**config.mk**
```make
export PLATFORM = sky130hd
export DESIGN_NAME = tec_timer
export DESIGN_NICKNAME = d
export VERILOG_FILES = /design/src/hw/tec_pkg.sv /design/src/hw/tec_timer.sv
export SDC_FILE = /design/constraint.sdc
export NUM_CORES = 1
export LEC_CHECK = 0
export BUFFER_PORTS_ARGS = -buffer_cell sky130_fd_sc_hd__buf_4
export CAP_MARGIN = 15
export CORE_UTILIZATION = 40
export DETAILED_ROUTE_END_ITERATION = 12
export PLACE_DENSITY = 0.7
export SYNTH_ARGS = -nofsm -noshare
export SYNTH_HDL_FRONTEND = slang
export SYNTH_SLANG_ARGS = --single-unit
export TNS_END_PERCENT = 5
```
**constraint.sdc**
```tcl
create_clock -name pclk -period 3.4 [get_ports pclk]
set_input_delay 0.17 -clock pclk [delete_from_list [all_inputs] [get_ports pclk]]
set_output_delay 0.17 -clock pclk [all_outputs]
set_load 0.02 [all_outputs]
```
**src/hw/tec_pkg.sv**
```systemverilog
// shared constants and types of the 16-bit timer/event counter
package tec_pkg;

  // apb register byte addresses
  localparam logic [7:0] ADDR_COUNT_LOW  = 8'h00;
  localparam logic [7:0] ADDR_COUNT_HIGH = 8'h04;
  localparam logic [7:0] ADDR_CONTROL    = 8'h08;
  localparam logic [7:0] ADDR_IRQ_CTRL   = 8'h0C;

  // counter_control field positions
  localparam int CTRL_MODE_HIGH_BIT = 7;
  localparam int CTRL_MODE_LOW_BIT  = 6;
  localparam int CTRL_RUN_BIT       = 4;
  localparam int CTRL_EDGE_BIT      = 3;

  // irq_control field positions
  localparam int IRQ_ENABLE_BIT  = 0;
  localparam int IRQ_REQUEST_BIT = 1;

  // reset values
  localparam logic [7:0]  CONTROL_RESET = 8'h00;
  localparam logic [15:0] COUNT_RESET   = 16'h0000;
  localparam logic [7:0]  BYTE_RESET    = 8'h00;

  // overflow point of the count
  localparam logic [15:0] COUNT_FULL = 16'hFFFF;

  // mode field encodings {mode_select_high, mode_select_low}
  localparam logic [1:0] MODE_OFF   = 2'b00;
  localparam logic [1:0] MODE_TIMER = 2'b10;
  localparam logic [1:0] MODE_EVENT = 2'b01;
  localparam logic [1:0] MODE_PULSE = 2'b11;

  // counter_control layout
  typedef struct packed {
    logic       mode_select_high;  // bit 7
    logic       mode_select_low;   // bit 6
    logic       spare5;            // bit 5, reads zero
    logic       run_bit;           // bit 4
    logic       edge_select;       // bit 3
    logic [2:0] spare;             // bits 2..0, read zero
  } tec_ctrl_s;

  // pulse width measurement states
  typedef enum logic {
    PW_WAIT,     // armed, waiting for the starting transition
    PW_MEASURE   // pulse in progress, counting
  } tec_pw_e;

endpackage

```
**src/hw/tec_timer.sv**
```systemverilog
// 16-bit timer/event counter with apb register access
//
// Contract
// system clock in timer/pulse, pin in event
// count up, overflow reloads preload, raises interrupt
// stopped preload write loads counter immediately
// low write buffers, high write commits both
// high read latches low; low reads buffer
// bit 4 run bit starts/stops counter
// bit 3 edge select picks active polarity
// mode high=1 low=0 is interval timer
// overflow never wakes from power-down
// mode high=0 low=1 is event counting
// event edge rising if select low else falling
// event counting continues during power-down
// both mode bits high: pulse width mode
// select low: start falling, stop rising
// select high: start rising, stop falling
// hardware clears run only in pulse mode
// after pulse end, hold until run set
// pulse gating uses transitions, not levels
// interrupt suppressed when enable bit zero
// software selects mode, makes pin input
// software writes low byte before high
// overflow sets request flag regardless enable
// counting inhibited during register access
// pin synchronised, edges from synced signal
`timescale 1ns/1ps
`default_nettype none

module tec_timer
  import tec_pkg::*;
(
  // clock and reset
  input  wire logic        pclk,
  input  wire logic        presetn,
  // apb slave
  input  wire logic        psel,
  input  wire logic        penable,
  input  wire logic        pwrite,
  input  wire logic [7:0]  paddr,
  input  wire logic [31:0] pwdata,
  output var  logic [31:0] prdata,
  output var  logic        pready,
  output var  logic        pslverr,
  // external pulse source and power state
  input  wire logic        counter_input_pin,
  input  wire logic        power_down,
  // timer interrupt signal to the interrupt controller
  output var  logic        timer_irq
);

  // register state
  tec_ctrl_s   ctrl;            // counter_control
  logic [15:0] count;           // live counter
  logic [15:0] preload;         // reload value
  logic [7:0]  low_buffer;      // shared low byte buffer
  logic        counter_irq_enable;
  logic        irq_request;     // sticky overflow flag
  tec_pw_e     pw_state;        // pulse measurement phase

  // pin synchroniser and edge history
  logic        pin_meta;        // first stage, read only by pin_sync
  logic        pin_sync;        // second stage
  logic        pin_prev;        // delayed copy for edge detection

  // decoded strobes
  logic        access;          // access edge of an apb transfer
  logic        wr_low;
  logic        wr_high;
  logic        wr_ctrl;
  logic        wr_irq;
  logic        rd_high;
  logic        addr_ok;         // address is mapped
  logic        rise;            // synced rising transition
  logic        fall;            // synced falling transition
  logic        active_edge;     // event edge chosen by edge_select
  logic        pw_start;        // transition that opens a pulse
  logic        pw_stop;         // transition that closes a pulse
  logic [1:0]  mode;
  logic        inhibit;         // freeze counting during access
  logic        step;            // counter advances this cycle
  logic        overflow;        // step at full count
  logic        pw_end;          // pulse finished this cycle
  logic [15:0] next_preload;
  logic [31:0] next_rdata;

  // transfer completes at the edge where pready is seen high
  assign access  = psel && penable && pready;
  assign addr_ok = (paddr == ADDR_COUNT_LOW)  || (paddr == ADDR_COUNT_HIGH)
                || (paddr == ADDR_CONTROL)    || (paddr == ADDR_IRQ_CTRL);
  assign wr_low  = access && pwrite && (paddr == ADDR_COUNT_LOW);
  assign wr_high = access && pwrite && (paddr == ADDR_COUNT_HIGH);
  assign wr_ctrl = access && pwrite && (paddr == ADDR_CONTROL);
  assign wr_irq  = access && pwrite && (paddr == ADDR_IRQ_CTRL);
  assign rd_high = access && !pwrite && (paddr == ADDR_COUNT_HIGH);

  // mode and edges
  assign mode        = {ctrl.mode_select_high, ctrl.mode_select_low};
  assign rise        = pin_sync && !pin_prev;
  assign fall        = !pin_sync && pin_prev;
  assign active_edge = ctrl.edge_select ? fall : rise;
  // a pulse opens on the edge opposite the event edge: select low
  // waits for a falling pin, select high for a rising one
  assign pw_start    = ctrl.edge_select ? rise : fall;
  assign pw_stop     = ctrl.edge_select ? fall : rise;
  // whole transfer holds the count steady, so a read sees one value
  assign inhibit     = psel;

  // count enable per mode
  always_comb begin
    step = 1'b0;
    if (ctrl.run_bit && !inhibit) begin
      unique case (mode)
        // internal clock, stopped while the system clock is halted
        MODE_TIMER: step = !power_down;
        // pin transitions, keep running in power-down
        MODE_EVENT: step = active_edge;
        // internal clock gated by the measured pulse
        MODE_PULSE: step = !power_down && (pw_state == PW_MEASURE)
                           && !pw_stop;
        // mode 00: nothing drives the count
        MODE_OFF:   step = 1'b0;
      endcase
    end
  end

  assign overflow = step && (count == COUNT_FULL);
  assign pw_end   = ctrl.run_bit && (mode == MODE_PULSE)
                    && (pw_state == PW_MEASURE) && pw_stop;

  // preload value after a high byte write joins the buffered low byte
  assign next_preload = {pwdata[7:0], low_buffer};

  // pin synchroniser, two stages then history for edges
  always_ff @(posedge pclk or negedge presetn) begin
    if (!presetn) begin
      pin_meta <= 1'b0;
      pin_sync <= 1'b0;
      pin_prev <= 1'b0;
    end else begin
      pin_meta <= counter_input_pin;
      pin_sync <= pin_meta;
      pin_prev <= pin_sync;
    end
  end

  // control register; hardware clears run only at pulse end
  always_ff @(posedge pclk or negedge presetn) begin
    if (!presetn) begin
      ctrl <= tec_ctrl_s'(CONTROL_RESET);
    end else if (wr_ctrl) begin
      // spare bits are not stored and read zero
      ctrl                  <= tec_ctrl_s'(CONTROL_RESET);
      ctrl.mode_select_high <= pwdata[CTRL_MODE_HIGH_BIT];
      ctrl.mode_select_low  <= pwdata[CTRL_MODE_LOW_BIT];
      ctrl.run_bit          <= pwdata[CTRL_RUN_BIT];
      ctrl.edge_select      <= pwdata[CTRL_EDGE_BIT];
    end else if (pw_end) begin
      ctrl.run_bit <= 1'b0;
    end
  end

  // pulse measurement phase: armed, then measuring until return edge
  always_ff @(posedge pclk or negedge presetn) begin
    if (!presetn) begin
      pw_state <= PW_WAIT;
    end else if (!ctrl.run_bit || mode != MODE_PULSE) begin
      // stopped: later transitions are ignored
      pw_state <= PW_WAIT;
    end else begin
      unique case (pw_state)
        PW_WAIT: begin
          if (pw_start) begin
            pw_state <= PW_MEASURE;
          end
        end
        PW_MEASURE: begin
          if (pw_stop) begin
            pw_state <= PW_WAIT;
          end
        end
      endcase
    end
  end

  // preload register, written through the high byte
  always_ff @(posedge pclk or negedge presetn) begin
    if (!presetn) begin
      preload <= COUNT_RESET;
    end else if (wr_high) begin
      preload <= next_preload;
    end
  end

  // low byte buffer: filled by a low write or by a high read
  always_ff @(posedge pclk or negedge presetn) begin
    if (!presetn) begin
      low_buffer <= BYTE_RESET;
    end else if (wr_low) begin
      low_buffer <= pwdata[7:0];
    end else if (rd_high) begin
      low_buffer <= count[7:0];
    end
  end

  // live counter
  always_ff @(posedge pclk or negedge presetn) begin
    if (!presetn) begin
      count <= COUNT_RESET;
    end else if (wr_high && !ctrl.run_bit) begin
      // stopped: new preload goes straight into the count
      count <= next_preload;
    end else if (overflow) begin
      // running preload writes reach the count only here
      count <= preload;
    end else if (step) begin
      count <= count + 16'h0001;
    end
  end

  // interrupt control: enable bit and sticky request flag
  always_ff @(posedge pclk or negedge presetn) begin
    if (!presetn) begin
      counter_irq_enable <= 1'b0;
      irq_request        <= 1'b0;
    end else begin
      if (wr_irq) begin
        counter_irq_enable <= pwdata[IRQ_ENABLE_BIT];
      end
      if (overflow) begin
        // overflow wins over a clearing write in the same cycle
        irq_request <= 1'b1;
      end else if (wr_irq && pwdata[IRQ_REQUEST_BIT]) begin
        irq_request <= 1'b0;
      end
    end
  end

  // interrupt output; no wake-up path exists for an overflow
  always_ff @(posedge pclk or negedge presetn) begin
    if (!presetn) begin
      timer_irq <= 1'b0;
    end else begin
      timer_irq <= irq_request && counter_irq_enable;
    end
  end

  // read mux, evaluated in the setup cycle
  always_comb begin
    next_rdata = 32'h0000_0000;
    unique case (paddr)
      ADDR_COUNT_LOW:  next_rdata[7:0] = low_buffer;
      ADDR_COUNT_HIGH: next_rdata[7:0] = count[15:8];
      ADDR_CONTROL:    next_rdata[7:0] = ctrl;
      ADDR_IRQ_CTRL: begin
        next_rdata[IRQ_ENABLE_BIT]  = counter_irq_enable;
        next_rdata[IRQ_REQUEST_BIT] = irq_request;
      end
      default:         next_rdata = 32'h0000_0000;
    endcase
  end

  // apb answer: one access cycle, registered outputs
  always_ff @(posedge pclk or negedge presetn) begin
    if (!presetn) begin
      pready  <= 1'b0;
      pslverr <= 1'b0;
      prdata  <= 32'h0000_0000;
    end else if (psel && !penable) begin
      // setup cycle: prepare the answer for the access cycle
      pready  <= 1'b1;
      pslverr <= !addr_ok;
      prdata  <= pwrite ? 32'h0000_0000 : next_rdata;
    end else begin
      pready  <= 1'b0;
      pslverr <= 1'b0;
      prdata  <= 32'h0000_0000;
    end
  end

  // checks
  a_full_reload: assert property (@(posedge pclk) disable iff (!presetn)
    overflow && !(wr_high && !ctrl.run_bit) |=> count == $past(preload))
    else $error("count did not reload preload after overflow");

  a_stopped_load: assert property (@(posedge pclk) disable iff (!presetn)
    wr_high && !ctrl.run_bit |=> count == preload)
    else $error("stopped preload write did not load the count");

  a_running_hold: assert property (@(posedge pclk) disable iff (!presetn)
    wr_high && ctrl.run_bit && !overflow |=> count == $past(count))
    else $error("running preload write disturbed the count");

  a_low_buffer: assert property (@(posedge pclk) disable iff (!presetn)
    wr_low |=> low_buffer == $past(pwdata[7:0]) && preload == $past(preload))
    else $error("low byte write not held in buffer only");

  a_high_latch: assert property (@(posedge pclk) disable iff (!presetn)
    rd_high |=> low_buffer == $past(count[7:0]))
    else $error("high read did not latch low byte");

  a_stop_hold: assert property (@(posedge pclk) disable iff (!presetn)
    !ctrl.run_bit && !wr_high |=> $stable(count))
    else $error("count moved while stopped");

  a_event_edge: assert property (@(posedge pclk) disable iff (!presetn)
    ctrl.run_bit && mode == MODE_EVENT && !psel && !overflow
    && (ctrl.edge_select ? fall : rise) && !wr_high
    |=> count == $past(count) + 16'h0001)
    else $error("event edge did not advance the count");

  a_pulse_clear: assert property (@(posedge pclk) disable iff (!presetn)
    pw_end && !wr_ctrl |=> !ctrl.run_bit
    ##1 ($stable(count) || $past(wr_high)))
    else $error("pulse end did not stop the counter");

  a_run_software: assert property (@(posedge pclk) disable iff (!presetn)
    mode != MODE_PULSE && !wr_ctrl |=> ctrl.run_bit == $past(ctrl.run_bit))
    else $error("run bit changed without a write");

  a_flag_set: assert property (@(posedge pclk) disable iff (!presetn)
    overflow |=> irq_request ##1 (timer_irq == counter_irq_enable
    || $past(wr_irq)))
    else $error("overflow did not set the request flag");

  a_irq_mask: assert property (@(posedge pclk) disable iff (!presetn)
    !counter_irq_enable |=> !timer_irq)
    else $error("interrupt raised while disabled");

  a_access_freeze: assert property (@(posedge pclk) disable iff (!presetn)
    psel && !wr_high |=> $stable(count))
    else $error("count moved during a register access");

endmodule

`default_nettype wire
```
---- Yosys cells after proc, flatten, opt, wreduce, memory -nomap -nowiden ----
Cells that the tools add are included.
storage, ports and cells
  register bits ........................... 85
  bits of input ports ..................... 47
  word-level logic and storage cells ...... 91
operators by class
  add/sub/neg operators ................... 1
  equal/unequal tests ..................... 8
  multiplexer cells ....................... 23
  bitwise operators ....................... 1
  reduce and logical (&&, ||, !) cells .... 41
operators by type and width
  operator                                                               count
  16-bit 2-to-1 mux                                                      3
  8-bit 2-to-1 mux                                                       4
  1-bit logical AND                                                      22
  6-bit case mux with 3 select lines                                     1
  16-bit by 1-bit adder with 16-bit output, second input constant        1
  16-bit equality test, second input constant                            1
  8-bit by 4-bit equality test with 1-bit output, second input constant  2
  1-bit 2-to-1 mux                                                       12
  1-bit logical NOT                                                      9
  8-bit by 3-bit equality test with 1-bit output, second input constant  1
  8-bit logical NOT                                                      1
  2-bit case mux with 3 select lines                                     1
  2-bit nonzero test                                                     3
  2-bit equality test, second input constant                             2
  1-bit logical OR                                                       4
  1-bit case mux with 4 select lines                                     1
  3-bit nonzero test                                                     1
  2-bit by 1-bit equality test with 1-bit output, second input constant  1
  2-bit logical NOT                                                      1
  2-bit inequality test, second input constant                           1
  1-bit case mux with 2 select lines                                     1
  1-bit inverter                                                         1

---- Longest topological paths before layout ----
  word-level depth ........................ 10
  gate-level depth with buffers ........... 8
  depth with buffers taken out ............ 6

---- Worst setup path after synthesis ----
OpenSTA, ideal clock, no wires.
  path type ............................... reg-to-reg
  start ................................... register count[0]
  end ..................................... register count[11]
  setup time .............................. 124 ps
  arrival ................................. 1961 ps
  data required time ...................... 3276 ps
  setup slack ............................. 1315 ps
  stages on the path, launching flop included .. 8
  path buffers ............................ 1
  clock period less this slack ............ 2085 ps
  cells stage by stage .................... dfrtp_1 ha_1 nand2_1 or4_1 buf_1 o211ai_1 a31oi_1 a211o_1
between the ends
  longest elaborated chain between the ends .. 4
  elaborated cells on any way between the ends .. 7
  classes of those cells .................. 1 x add/sub; 1 x eq/ne; 3 x mux; 2 x reduce/logical
ends and longest elaborated chain
  item                                                                                     line                                source
  from (decl)                                                                              tec_timer.sv:55                     logic [15:0] count;
  from (signal assigned)                                                                   tec_timer.sv:213                    count <= next_preload;
  from (signal assigned)                                                                   tec_timer.sv:216                    count <= preload;
  from (signal assigned)                                                                   tec_timer.sv:218                    count <= count + 16'h0001;
  16-bit by 1-bit adder with 16-bit output / 16-bit equality test (equally long branches)  tec_timer.sv:218, tec_timer.sv:128
  16-bit 2-to-1 mux / 1-bit logical AND (equally long branches)                            tec_timer.sv:217, tec_timer.sv:128
  16-bit 2-to-1 mux                                                                        tec_timer.sv:214                    end else if (overflow) begin
  16-bit 2-to-1 mux                                                                        tec_timer.sv:211                    end else if (wr_high && !ctrl.run_bit) begin
Several ways; a longest one is shown, not always the timed one. The select of a mux whose other input is x is not followed.
A chain may end at the register's enable or synchronous reset.

---- Worst setup path after layout ----
  start ................................... register ctrl[3] in the netlist's numbering
  end ..................................... register count[5]
between the ends
  longest elaborated chain between the ends .. 8
  elaborated cells on any way between the ends .. 9
  classes of those cells .................. 5 x mux; 4 x reduce/logical
ends and longest elaborated chain
  item                                  line                                source
  from (decl)                           tec_timer.sv:54                     tec_ctrl_s ctrl;
  from (signal assigned)                tec_timer.sv:151                    ctrl <= tec_ctrl_s'(CONTROL_RESET);
  from (signal assigned)                tec_timer.sv:154                    ctrl <= tec_ctrl_s'(CONTROL_RESET);
  1-bit 2-to-1 mux *                    tec_timer.sv:102, tec_timer.sv:106
  1-bit logical NOT                     tec_timer.sv:121                    && !pw_stop;
  1-bit logical AND                     tec_timer.sv:121
  1-bit case mux with 4 select lines *  tec_timer.sv:114                    unique case (mode)
  1-bit 2-to-1 mux *                    tec_timer.sv:113                    if (ctrl.run_bit && !inhibit) begin
  1-bit logical AND                     tec_timer.sv:128                    assign overflow = step && (count == COUNT_FULL);
  16-bit 2-to-1 mux                     tec_timer.sv:214
  16-bit 2-to-1 mux                     tec_timer.sv:211
Mark *: on every way between the ends. The rest lies on a longest branch, timed or not.

==> results.md <==
- The final global-route overflow total is 0.
- The initial antenna violation count is 0.
- In this run the most critical hold path is launched from penable.
- In the final routed layout, each cell accounts on average for approximately 16 µm.
- The number of nets in the layout is 414.
- The worst setup path category is reg -> reg.
- The count of placed standard cells including taps is between 400 and 500.
- The final worst slack is approximately 0.9 ns.
- The hold path endpoint is pready.
- The placeable core region is roughly 8200 µm².
- The most used routing layer is met2.
- In the layout the commonest cells are 61 x dfrtp_1, 38 x buf_4, 30 x nor2_1, 24 x mux2i_1, 24 x conb_1.
- The die width is 94 µm.
- Global routing consumed, over all layers together, 19.20% of the routing resources.
- Across all hold checks on the routed design, the worst slack comes to about 0.036 ns.
- The Yosys warning count is 0.
- The power after layout is 1.739 mW.
- STA classifies the critical path startpoint as a register.
- In this run the worst path has a maximum fanout of 18.
- For this run, the number of standard cells in the final layout without fillers is between 400 and 500.
- The maximum ir drop on the vdd rail is 0.1825 mV.
- The iteration-0 DRC count of the detailed router is roughly 170.
- The TritonCTS clock tree is built.
- The worst-case reg-to-reg path depth is 6.
- Buffers inserted during clock tree synthesis total 9.
- Routability-driven placement finished with a final weighted congestion of approximately 0.85.
- The die area is 8836 µm².
- The standard cell area after detailed placement is between 3000 and 4000 µm².
- For the worst-skew pair, the clock arrives at the later sink with an insertion delay of between 0.3 and 0.4 ns.
- Derived from the worst setup path, the maximum achievable clock frequency is 401.5 MHz.
- Summing every instance area after synthesis gives 3386 µm².
- The maximum number of buffers from clock root to sink is 2.
- The accumulated negative setup slack is 0 ns.
- For this configuration, the core starts out at a cell density of 41.21%.
- The number of enable-type register cells in the synthesized netlist is 0.
- The signal on the critical path passes through and3b_4, o211a_1, o311ai_4, buf_4, a211oi_1, a221o_1.
- Setup slack on the worst reg-to-reg path comes out at between 0.9 and 1 ns.
- The pre-CTS worst setup slack is between 0.9 and 1 ns.
- The wire length of the first global-routing pass is 12850 µm.
- The path class of the tightest hold or removal check is in -> reg.
- The clock root buffer is clkbuf_8.
- Counting instances, the worst hold path has a depth of 2.
- Before antenna repair, the detailed router went through 4 iterations.
- The final layout contains routed wiring with a total length of between 7000 and 8000 µm.
- For met3 alone, demand over resource in global routing was approximately 4.8%.
- The clock sink count is 61.
- The sequential element share of the synthesized area is a little under half.
- Once layout is done, the placed cells without fillers occupy about 3900 µm².
- The final route contains 2637 vias.
- Entering global routing, the biggest net connects 62 pins.
- The residual DRC count is 0.
- In the post-synthesis netlist, the biggest area contributors are dfrtp_1 45%, mux2i_1 7.1%, buf_4 5.3%, mux2_1 3.7%, nor2_1 3.3%.
- The number of global-route vias before repair is 2534.
- The flow ran to the end, and the final reports show no timing, DRC or antenna violations.
- The end of the worst register-to-register path is count[5].
- The slowest cell on the critical path is o311ai_4.
- The number of different library cells used by synthesis comes to 48.
- The number of instances in the synthesized netlist is 336.
- The final hold violation count was 0.
- The number of endpoints failing setup at the final stage is 0.
- The maximum level of the CTS H-tree is 3.
- After synthesis, the mean cell area works out to about 10 µm².
- In this run the core area contains 33 standard-cell rows.
- The smallest clock period supported by the final layout is computed as between 2 and 2.5 ns.
- The most used flip-flop cell after synthesis is dfrtp_1.
- The met2 layer usage reported by global route is between 20% and 30%.
- The clock edge transition at the registers on the reported setup and hold paths is about 0.070 ns.
- The count of boundary I/O pins is 82.
- In the synthesized netlist the async set-or-reset flop fraction comes to between 90% and 100%.
- The count of nets left with antenna violations once routing finished came out at 0.
- The library cell used most frequently in the layout, excluding fill and tap cells, is dfrtp_1.
- For the pin with the worst max-slew slack, the measured transition is slightly above 0.9 ns.
- STA puts the critical path data required time at approximately 3.6 ns.
- Setup repair after global routing left no endpoint under its margin.
- Measured on the finished design, the core utilization comes to 47.19%.
- The final max-slew violation count came to 0.
- The normalized max-slew margin is between 30% and 40%.
- Post-CTS timing repair inserted 0 buffers for setup.
- The post-route clock period utilization is 73.26%.
- The portion of synthesized cell area occupied by the leading cell type is 45.08%.
- Of all cell types, the one taking the most synthesized area is dfrtp_1.
- The HPWL after detailed placement is 5384 µm.
- Across the run, the number of max-cap violations was 0.
- The startpoint of the most critical register-to-register path is ctrl[3].
- In the routed layout, each cell is associated on average with a via count of ~5.5.
- At the worst endpoint, the arrival time is 2.71 ns.
- Port buffering added 33 buffers.
- For this run, the slowest stage of the critical path takes 0.80 ns.
- The antenna diode count is 0.
- The critical path capture point type is a register.
- The die is 94 µm tall.
- In the global route stage, met1 resource usage came out at roughly 26%.
- The analysis attributes to cell leakage a power of 1.855 nW.
- The number of register bits inferred by synthesis is a little over 60.
- Relative to the synthesized area, the layout overhead comes to 14.52%.
- Power spread over the standard cell area amounts to approximately 450 nW/µm².
- The proportion of layout cells with a drive suffix above 1 is a little under a fifth.
- The worst clock skew is ~0.0050 ns.
-- where the power goes --
| part | internal (mW) | switching (mW) |
|---|---|---|
| Combinational | 0.0713 | 0.0954 |
| Sequential | 0.753 | 0.0509 |
| Clock | 0.492 | 0.276 |
-- synth_stat cells, types with 2 or more instances --
cell type and n:
mux2_1 11, clkbuf_1 8, mux2i_1 24, nor4_1 4
or3_1 2, buf_1 2, mux2_2 7, o21ai_0 6
nor3b_2 2, nand2b_1 3, nor2_1 30, nand2_1 19
dfrtp_1 61, buf_6 2, buf_2 8, or4_1 4
a221o_1 11, o211ai_1 3, inv_1 4, and3_1 5
a31oi_1 7, nand3_1 20, and2_1 2, a21oi_1 18
nand4_1 3, nor4_2 2, a211oi_1 6, buf_4 24
a211o_1 2, nor3_1 13, xor2_1 3, xnor2_1 2
nor2b_1 2, and4_1 2
-- area by class of cell --
type | count | area (µm²)
flip-flops and latches | 61 | 1526
fillers | 756 | 4339
clock inverters | 3 | 65.06
clock buffers | 13 | 178.9
well taps | 105 | 131.4
repair buffers | 40 | 305.3
multi-input cells | 250 | 1655
inverters | 4 | 15.01
-- sequential cells by signal (all words and copies together), names as in the netlist, 4 cells and up --
name        flops
preload        16
ctrl            4
prdata          8
count          16
low_buffer      8
-- worst max-delay path by stage --
stage                  start         to  cells past startpoint
floorplan           count[0]  count[11]                      7
global placement     ctrl[3]   count[0]                      6
detailed placement   ctrl[3]   count[5]                      6
CTS                  ctrl[3]   count[5]                      6
global route        pin_sync   count[1]                      5
finish               ctrl[3]   count[5]                      6
-- repair_timing --
item                       in CTS  in global routing
hold endpoints to repair       62                  0
hold buffers                    2                  0
setup endpoints to repair       0                  0
gates resized for setup         0                  0
-- per-layer routing --
layer	wire, µm	part of all wire, %
met3	427	5.5
met1	3579	47
met5	0	0
met2	3543	46
met4	144	1.9
-- kinds of logic after synthesis --
logic type,Yosys count,synth area share [%]
other,1,0.1108
buffers and inverters,48,8.721
xor gates and xnor gates,5,1.294
adders and majority gates,1,0.3695
and+or+nand+nor,119,18.59
DFF,61,45.08
muxes,42,13.08
AOI/OAI and AO/OA,59,12.75
-- worst max-delay path, delay by kind of cell (launching register included) --
family / cells / cell delay [ns]
AOI/OAI and AO/OA: 4 / 1.38
DFF: 1 / 0.45
buffers and inverters: 1 / 0.30
and+or+nand+nor: 1 / 0.23
No activity file was read; power rests on OpenSTA's default activity.
